==> config.mk <==
export PLATFORM = sky130hd
export DESIGN_NAME = ref_switchover_holdover_ctrl
export DESIGN_NICKNAME = d
export VERILOG_FILES = /design/src/include/ref_switch_pkg.sv /design/src/core/ref_divider.sv /design/src/core/ref_switchover_holdover_ctrl.sv
export VERILOG_INCLUDE_DIRS = /design/src /design/src/include
export SDC_FILE = /design/constraint.sdc
export NUM_CORES = 1
export LEC_CHECK = 0
export BUFFER_PORTS_ARGS = -buffer_cell sky130_fd_sc_hd__buf_2
export CAP_MARGIN = 5
export CORE_MARGIN = 2
export CORE_UTILIZATION = 35
export CTS_BUF_LIST = sky130_fd_sc_hd__clkbuf_4
export CTS_CLUSTER_DIAMETER = 30
export DETAILED_ROUTE_END_ITERATION = 10
export PLACE_DENSITY = 0.54
export SYNTH_ARGS = -nofsm -noshare
export SYNTH_HDL_FRONTEND = slang
export SYNTH_SLANG_ARGS = --single-unit
==> constraint.sdc <==
create_clock -name mclk_in -period 2.1 [get_ports mclk_in]
set_clock_uncertainty 0.05 [all_clocks]
set_input_delay 0.42 -clock mclk_in [delete_from_list [all_inputs] [get_ports mclk_in]]
set_output_delay 0.42 -clock mclk_in [all_outputs]
set_load 0.005 [all_outputs]
==> src/include/ref_switch_defines.svh <==
// timing counts, reset values and field widths for the reference switchover block
`ifndef REF_SWITCH_DEFINES_SVH
`define REF_SWITCH_DEFINES_SVH
`define REF_DIV_WIDTH 10
`define REF_DIV_MAX 10'h03FF
`define REF_DIV_RESET 10'h0001
`define CLK_PERIOD_NS 5
`define MON_WINDOW_NS 2560
`define MON_WINDOW_CYC ((`MON_WINDOW_NS + `CLK_PERIOD_NS - 1) / `CLK_PERIOD_NS)
`define MON_CNT_WIDTH 10
`endif

==> src/include/ref_switch_pkg.sv <==
// types shared by the reference switchover block
package ref_switch_pkg;
  typedef enum logic [1:0] {
    SEL_PRIMARY,
    SEL_SECONDARY,
    SEL_HOLDOVER
  } sel_state_e;
endpackage

==> src/core/ref_divider.sv <==
// integer reference divider with presence monitor for one reference input
`timescale 1ns/100ps
`default_nettype none
`include "ref_switch_defines.svh"
module ref_divider (
  // clock and reset
  input wire logic clk_in,
  input wire logic rst_n_in,
  // reference sample and setting
  input wire logic ref_in,
  input wire logic enable_in,
  input wire logic [`REF_DIV_WIDTH-1:0] ratio_in,
  // divided pulse and presence
  output logic div_pulse_out,
  output logic present_out
);
  logic ref_d;
  logic [`REF_DIV_WIDTH-1:0] cnt;
  logic [`MON_CNT_WIDTH-1:0] mon;
  logic next_ref_d;
  logic [`REF_DIV_WIDTH-1:0] next_cnt;
  logic [`MON_CNT_WIDTH-1:0] next_mon;
  logic next_div_pulse;
  logic next_present;
  logic rise;

  // divide rising edges by ratio, zero treated as one; watchdog clears presence
  always_comb begin
    rise = ref_in & ~ref_d & enable_in;
    next_ref_d = ref_in;
    next_cnt = cnt;
    next_div_pulse = 1'b0;
    next_mon = mon;
    next_present = present_out;
    if (rise) begin
      next_mon = '0;
      next_present = 1'b1;
      if (cnt + 10'h0001 >= ratio_in) begin
        next_cnt = '0;
        next_div_pulse = 1'b1;
      end else begin
        next_cnt = cnt + 10'h0001;
      end
    end else if (mon == `MON_CNT_WIDTH'(`MON_WINDOW_CYC - 1) || !enable_in) begin
      next_present = 1'b0;
      next_mon = '0;
    end else begin
      next_mon = mon + 10'h001;
    end
  end

  // state registers
  always_ff @(posedge clk_in or negedge rst_n_in) begin
    if (!rst_n_in) begin
      ref_d <= 1'b0;
      cnt <= '0;
      mon <= '0;
      div_pulse_out <= 1'b0;
      present_out <= 1'b0;
    end else begin
      ref_d <= next_ref_d;
      cnt <= next_cnt;
      mon <= next_mon;
      div_pulse_out <= next_div_pulse;
      present_out <= next_present;
    end
  end
endmodule
`default_nettype wire

==> src/core/ref_switchover_holdover_ctrl.sv <==
// reference selection, switchover, holdover and receiver power control
// Operation
// - each reference gets a 1..1023 divider
// - monitor both references, feed selection logic
// - manual selection by setting or pin
// - automatic mode prefers primary, falls to secondary
// - nonrevertive stays on secondary until it fails
// - revertive returns to primary when it returns
// - toggling nonrevertive does not clear selection
// - device reset or leaving the secondary clears switchover state
// - both lost in automatic mode: holdover, charge pump tristated unless tune voltage is forced to midsupply
// - optional tune voltage forced to midsupply
// - leave holdover when a reference returns
// - a bit disables automatic holdover entry
// - differential receiver off unless selected, loop up
// - single-ended buffers off per three conditions
// - each input differential or single-ended
`timescale 1ns/100ps
`default_nettype none
`include "ref_switch_defines.svh"
module ref_switchover_holdover_ctrl (
  // clock and reset
  input wire logic mclk_in,
  input wire logic arst_n_in,
  // reference samples
  input wire logic primary_ref_input_in,
  input wire logic secondary_ref_input_in,
  // divider settings
  input wire logic [`REF_DIV_WIDTH-1:0] primary_div_in,
  input wire logic [`REF_DIV_WIDTH-1:0] secondary_div_in,
  // selection settings
  input wire logic manual_mode_in,
  input wire logic manual_use_pin_in,
  input wire logic manual_sel_secondary_in,
  input wire logic ref_sel_pin_in,
  input wire logic nonrevertive_in,
  input wire logic holdover_disable_in,
  input wire logic tune_mid_supply_in,
  // receiver settings
  input wire logic loop_power_down_in,
  input wire logic primary_diff_in,
  input wire logic secondary_diff_in,
  input wire logic primary_se_pd_in,
  input wire logic secondary_se_pd_in,
  // to the phase detector
  output logic ref_pulse_out,
  output logic secondary_active_out,
  output logic holdover_out,
  output logic cp_tristate_out,
  output logic cp_force_mid_out,
  // status
  output logic primary_present_out,
  output logic secondary_present_out,
  // receiver power downs
  output logic primary_diff_pd_out,
  output logic secondary_diff_pd_out,
  output logic primary_se_pd_out,
  output logic secondary_se_pd_out
);
  // ************************************************************
  // reset release
  // ************************************************************
  logic rst_s1;
  logic rst_n;

  // two-stage release so that removal is synchronous to the clock
  always_ff @(posedge mclk_in or negedge arst_n_in) begin
    if (!arst_n_in) begin
      rst_s1 <= 1'b0;
      rst_n <= 1'b0;
    end else begin
      rst_s1 <= 1'b1;
      rst_n <= rst_s1;
    end
  end

  // ************************************************************
  // dividers and monitors
  // ************************************************************
  logic [1:0] ref_samp;
  logic [1:0] ref_en;
  logic [1:0] pulse;
  logic [1:0] present;
  logic [`REF_DIV_WIDTH-1:0] ratio [2];

  assign ref_samp = {secondary_ref_input_in, primary_ref_input_in};
  assign ratio[0] = primary_div_in;
  assign ratio[1] = secondary_div_in;
  // a receiver that is powered down cannot show a clock to the monitor
  assign ref_en = {~(secondary_diff_pd_out & secondary_se_pd_out),
                   ~(primary_diff_pd_out & primary_se_pd_out)};

  // one divider and monitor per input
  genvar gi;
  generate
    for (gi = 0; gi < 2; gi++) begin : g_ref
      ref_divider u_div (
        .clk_in(mclk_in),
        .rst_n_in(rst_n),
        .ref_in(ref_samp[gi]),
        .enable_in(ref_en[gi]),
        .ratio_in(ratio[gi]),
        .div_pulse_out(pulse[gi]),
        .present_out(present[gi])
      );
    end
  endgenerate

  // ************************************************************
  // selection state machine
  // ************************************************************
  ref_switch_pkg::sel_state_e state;
  ref_switch_pkg::sel_state_e next_state;
  ref_switch_pkg::sel_state_e auto_dest;
  logic man_sec;
  logic next_sec_active;
  logic next_holdover;
  logic next_ref_pulse;
  logic nonrev_lock;
  logic next_nonrev_lock;

  // manual source: pin or configuration bit
  assign man_sec = manual_use_pin_in ? ref_sel_pin_in : manual_sel_secondary_in;

  // automatic transitions; nonrevertive state survives mode toggling since
  // nonrev_lock holds the move onto the secondary until the machine leaves it
  always_comb begin
    auto_dest = state;
    case (state)
      ref_switch_pkg::SEL_PRIMARY: begin
        if (!present[0] && present[1]) begin
          auto_dest = ref_switch_pkg::SEL_SECONDARY;
        end else if (!present[0] && !present[1] && !holdover_disable_in) begin
          auto_dest = ref_switch_pkg::SEL_HOLDOVER;
        end
      end
      ref_switch_pkg::SEL_SECONDARY: begin
        if (!nonrevertive_in && !nonrev_lock && present[0]) begin
          auto_dest = ref_switch_pkg::SEL_PRIMARY;
        end else if (!present[1] && present[0]) begin
          auto_dest = ref_switch_pkg::SEL_PRIMARY;
        end else if (!present[0] && !present[1] && !holdover_disable_in) begin
          auto_dest = ref_switch_pkg::SEL_HOLDOVER;
        end
      end
      ref_switch_pkg::SEL_HOLDOVER: begin
        if (present[0]) begin
          auto_dest = ref_switch_pkg::SEL_PRIMARY;
        end else if (present[1]) begin
          auto_dest = ref_switch_pkg::SEL_SECONDARY;
        end
      end
      default: auto_dest = ref_switch_pkg::SEL_PRIMARY;
    endcase
  end

  // manual mode overrides automatic moves, holdover entry on loss of both included
  always_comb begin
    next_state = auto_dest;
    if (manual_mode_in) begin
      // host guarantees the chosen input is live before asking for it
      next_state = man_sec ? ref_switch_pkg::SEL_SECONDARY
                           : ref_switch_pkg::SEL_PRIMARY;
    end
    next_sec_active = (next_state == ref_switch_pkg::SEL_SECONDARY);
    next_holdover = (next_state == ref_switch_pkg::SEL_HOLDOVER);
    next_ref_pulse = 1'b0;
    case (state)
      ref_switch_pkg::SEL_PRIMARY: next_ref_pulse = pulse[0];
      ref_switch_pkg::SEL_SECONDARY: next_ref_pulse = pulse[1];
      ref_switch_pkg::SEL_HOLDOVER: next_ref_pulse = 1'b0;
      default: next_ref_pulse = 1'b0;
    endcase
    // an automatic move onto the secondary under nonrevertive mode is latched,
    // so a later toggle of the mode bit cannot pull the selection back
    next_nonrev_lock = nonrev_lock;
    if (next_state != ref_switch_pkg::SEL_SECONDARY) begin
      next_nonrev_lock = 1'b0;
    end else if (state != ref_switch_pkg::SEL_SECONDARY && nonrevertive_in
                 && !manual_mode_in) begin
      next_nonrev_lock = 1'b1;
    end
  end

  // the device reset restores the initial selection and clears the lock
  always_ff @(posedge mclk_in or negedge rst_n) begin
    if (!rst_n) begin
      state <= ref_switch_pkg::SEL_PRIMARY;
      secondary_active_out <= 1'b0;
      holdover_out <= 1'b0;
      ref_pulse_out <= 1'b0;
      nonrev_lock <= 1'b0;
    end else begin
      state <= next_state;
      secondary_active_out <= next_sec_active;
      holdover_out <= next_holdover;
      ref_pulse_out <= next_ref_pulse;
      nonrev_lock <= next_nonrev_lock;
    end
  end

  // ************************************************************
  // charge pump, status and receiver power
  // ************************************************************
  logic next_cp_tri;
  logic next_cp_mid;
  logic next_pdiff_pd;
  logic next_sdiff_pd;
  logic next_pse_pd;
  logic next_sse_pd;

  // receiver power decided from mode settings; lock wait is the host's job
  always_comb begin
    next_cp_tri = next_holdover & ~tune_mid_supply_in;
    next_cp_mid = next_holdover & tune_mid_supply_in;
    next_pdiff_pd = ~primary_diff_in | loop_power_down_in;
    next_sdiff_pd = ~secondary_diff_in | loop_power_down_in;
    next_pse_pd = loop_power_down_in | primary_se_pd_in | primary_diff_in;
    next_sse_pd = loop_power_down_in | secondary_se_pd_in | secondary_diff_in;
  end

  // output registers; receivers start powered down until settings are seen
  always_ff @(posedge mclk_in or negedge rst_n) begin
    if (!rst_n) begin
      cp_tristate_out <= 1'b0;
      cp_force_mid_out <= 1'b0;
      primary_present_out <= 1'b0;
      secondary_present_out <= 1'b0;
      primary_diff_pd_out <= 1'b1;
      secondary_diff_pd_out <= 1'b1;
      primary_se_pd_out <= 1'b1;
      secondary_se_pd_out <= 1'b1;
    end else begin
      cp_tristate_out <= next_cp_tri;
      cp_force_mid_out <= next_cp_mid;
      primary_present_out <= present[0];
      secondary_present_out <= present[1];
      primary_diff_pd_out <= next_pdiff_pd;
      secondary_diff_pd_out <= next_sdiff_pd;
      primary_se_pd_out <= next_pse_pd;
      secondary_se_pd_out <= next_sse_pd;
    end
  end
endmodule
`default_nettype wire

==> out/metrics.cfg <==
[floorplan]
die_h_um=102
die_w_um=102
initial_utilization_pct=36.1
core-area_mm2=0.00928
dieArea_mm2=0.0104
std_cell_rows=35
ios=47

[sta]
finalSetupTns_ns=-3.58
final_hold_viol_count=0
setup-violations-final=22
fin_crit_sh_pct=112
maxSlewViolCount=0
min_period_ns=2.35
setup_ws_ns=-0.251
rsz0062_at_grt=yes
fmax_mhz=425

[clock_network]
cts_sinks=62
numCtsBuffers=9
cts_buffer_depth=2
h-tree-depth=3
clock_latency_ns=0.40
cts-root-buf=clkbuf_4
cts_tree=yes
path_clk_slew_ns=0.11

[synth]
synth.avg_cell_area_um2=9.52
yosysUniqueCellTypes=44
synth.area.top_cells=dfrtp_1 (43%), ha_1 (9.0%), xnor2_1 (5.2%)
synth-main-ff-cell=dfrtp_1
ys_ff_latch=62
synth_top_cell_by_area=dfrtp_1
synth_warnings=0
synth_commonest_cells=dfrtp_1 (58), nand2_1 (38), nor2_1 (37)
synth.most_common_cell=dfrtp_1
ys_async_sr_fraction_pct=100
ys_seq_area_share_pct=46.5
synth_edf_count=0
synthCells=352
syn_area_mm2=0.00335
synth_top_cell_area_share_pct=43.3
synth_fp_nets=412

[placement]
io_buffers=46
routabilityCongestion=0.784
placedInstanceArea_mm2=0.00411
dp_hpwl_um=5160
dp_slack_ns=-0.331

[setup_path]
critPathSlowestCell=dfrtp_1
crit_arrival_ns=2.58
cp.required_ns=2.33
critPathCaptureType=flip-flop
rr_endpoint=g_ref[0].u_div.cnt[5]
reg2regPathDepth=11
cp.depth=11
endpoint=g_ref[0].u_div.cnt[5]
path_max_fanout=5
worstSetupStartpointType=flip-flop
max_stage_delay_ns=0.36
cp_top_family=compound AO/OA/AOI/OAI gates
crit_chain=and2_4, nand4_4, or3_4, xor2_2, inv_2, ha_4, nand2_1, o21a_1, a31o_2, a22oi_2, o41ai_2
critPathBufInv=1
reg2reg_slack_ns=-0.25
worstReg2RegStart=g_ref[0].u_div.cnt[2]
startpoint=g_ref[0].u_div.cnt[2]
crit_type=flip-flop to flip-flop

[pwr]
ir_drop_v=0.000273
p_per_area_mw_per_mm2=724
total_leakage_power_nw=2.13
power_w=0.00327

[route]
viasPerCell=4.61
drtPass1Iterations=4
drc=0
routed_wl_um=6860
vias=2732
ant_nets=0
avgRoutedWirePerCell_um=11.6
drt_first_iter_violations=47

[global_routing]
grt_start_max_net_pins=33
grt_pass1_vias=2734
antenna_found_initial=0
grt_pass1_wl_um=12100
grt_usage_pct=14.9
grt_overflow=0

[final_layout]
layout-drive-gt1-share_pct=36.9
regArea_mm2=0.00156
num-nets-final=519
multi_input_area_mm2=0.00187
fin_area_mm2=0.00452
syn_to_final_growth_pct=34.8
antenna_cells=0
fill_cells=910

[outcome]
violations=setup timing
status=finished, violations left

[hold_path]
min_path_type=input port to flip-flop

[job]
drv_cap=0

==> timing repair <==
| action | 4_1_cts | 5_1_grt |
|---|---|---|
| buffers inserted | 9 | 2 |
| gates resized for setup | 18 | 20 |
| setup endpoints to repair | 22 | 22 |
| hold buffers | 1 | 0 |
| pin swaps | 20 | 7 |
| gates cloned | 0 | 0 |
| hold endpoints to repair | 2 | 0 |
==> sequential cells by signal (all words and copies together), names as in the netlist, 2 cells and up <==
register and count:
g_ref.u_div.ref_d 2, g_ref.u_div.cnt 20, g_ref.u_div.present_out 2, g_ref.u_div.mon 20, state 2, g_ref.u_div.div_pulse_out 2
==> cells by family after synthesis <==
kind of cell    synth area share, %
compound gates                 9.97
xor+xnor                       8.36
fa+ha+maj                      8.96
buf+inv                        4.37
flops                          46.5
mux                           0.934
other cells                   0.112
simple gates                   20.8
==> worst min path at each step <==
stage                          from              endpoint  slack [ns]  cells after the start
3_5_place_dp              arst_n_in                rst_s1        0.16                      1
2_1_floorplan             arst_n_in                 rst_n        0.07                      0
5_1_grt        primary_ref_input_in  g_ref[0].u_div.ref_d        0.04                      1
6_report       primary_ref_input_in  g_ref[0].u_div.ref_d        0.09                      1
4_1_cts        primary_ref_input_in  g_ref[0].u_div.ref_d        0.06                      1
3_3_place_gp              arst_n_in                rst_s1        0.16                      1
==> final cells by class <==
type | instances | share of cell area, %
clock buffers | 10 | 1.66
clock inverters | 6 | 1.39
inverters | 32 | 2.66
multi-input cells | 251 | 41.5
flip-flops and latches | 62 | 34.5
well taps | 129 | 3.57
repair buffers | 103 | 14.7
==> metal layers <==
metal	track usage [%]	share of wire, %	up-vias
li1	-	-	1406
met1	20.0	50	1282
met2	23.3	46	38
met3	3.83	2.9	6
met4	5.33	1.1	0
met5	0	0	-
==> worst reg2reg max path, stage by stage, from the launching register on <==
cell and delay [ns]:
dfrtp_1 0.36, and2_4 0.16, nand4_4 0.10, or3_4 0.34, xor2_2 0.17, inv_2 0.06
ha_4 0.27, nand2_1 0.05, o21a_1 0.22, a31o_2 0.22, a22oi_2 0.16, o41ai_2 0.09
==> through the flow <==
stage,utilization [%],cells,hold slack [ns]
after detailed placement,44.2,565,0.158
after CTS,47.3,591,0.0632
after global routing,48.7,593,0.0413
after global placement,44.2,565,0.156
final,48.7,593,0.0897
after floorplan,-,352,0.0744
==> power breakdown <==
| group | internal, W | switching (W) |
|---|---|---|
| logic | 0.000590 | 0.000501 |
| clock network | 0.000374 | 0.000433 |
| registers | 0.00129 | 0.0000817 |
==> cell usage in the layout, fill, tap and decap left out, types with 16 or more instances in the layout <==
cell type | synthesis | layout
xnor2_1 | 20 | 17
inv_1 | 32 | 31
nand2_1 | 38 | 38
nand2b_1 | 17 | 17
nand3_1 | 17 | 16
ha_1 | 24 | 20
dfrtp_1 | 58 | 55
buf_2 | 0 | 46
nor2_1 | 37 | 35
buf_4 | 0 | 55
Note: power is estimated with default switching activity, not from simulation.
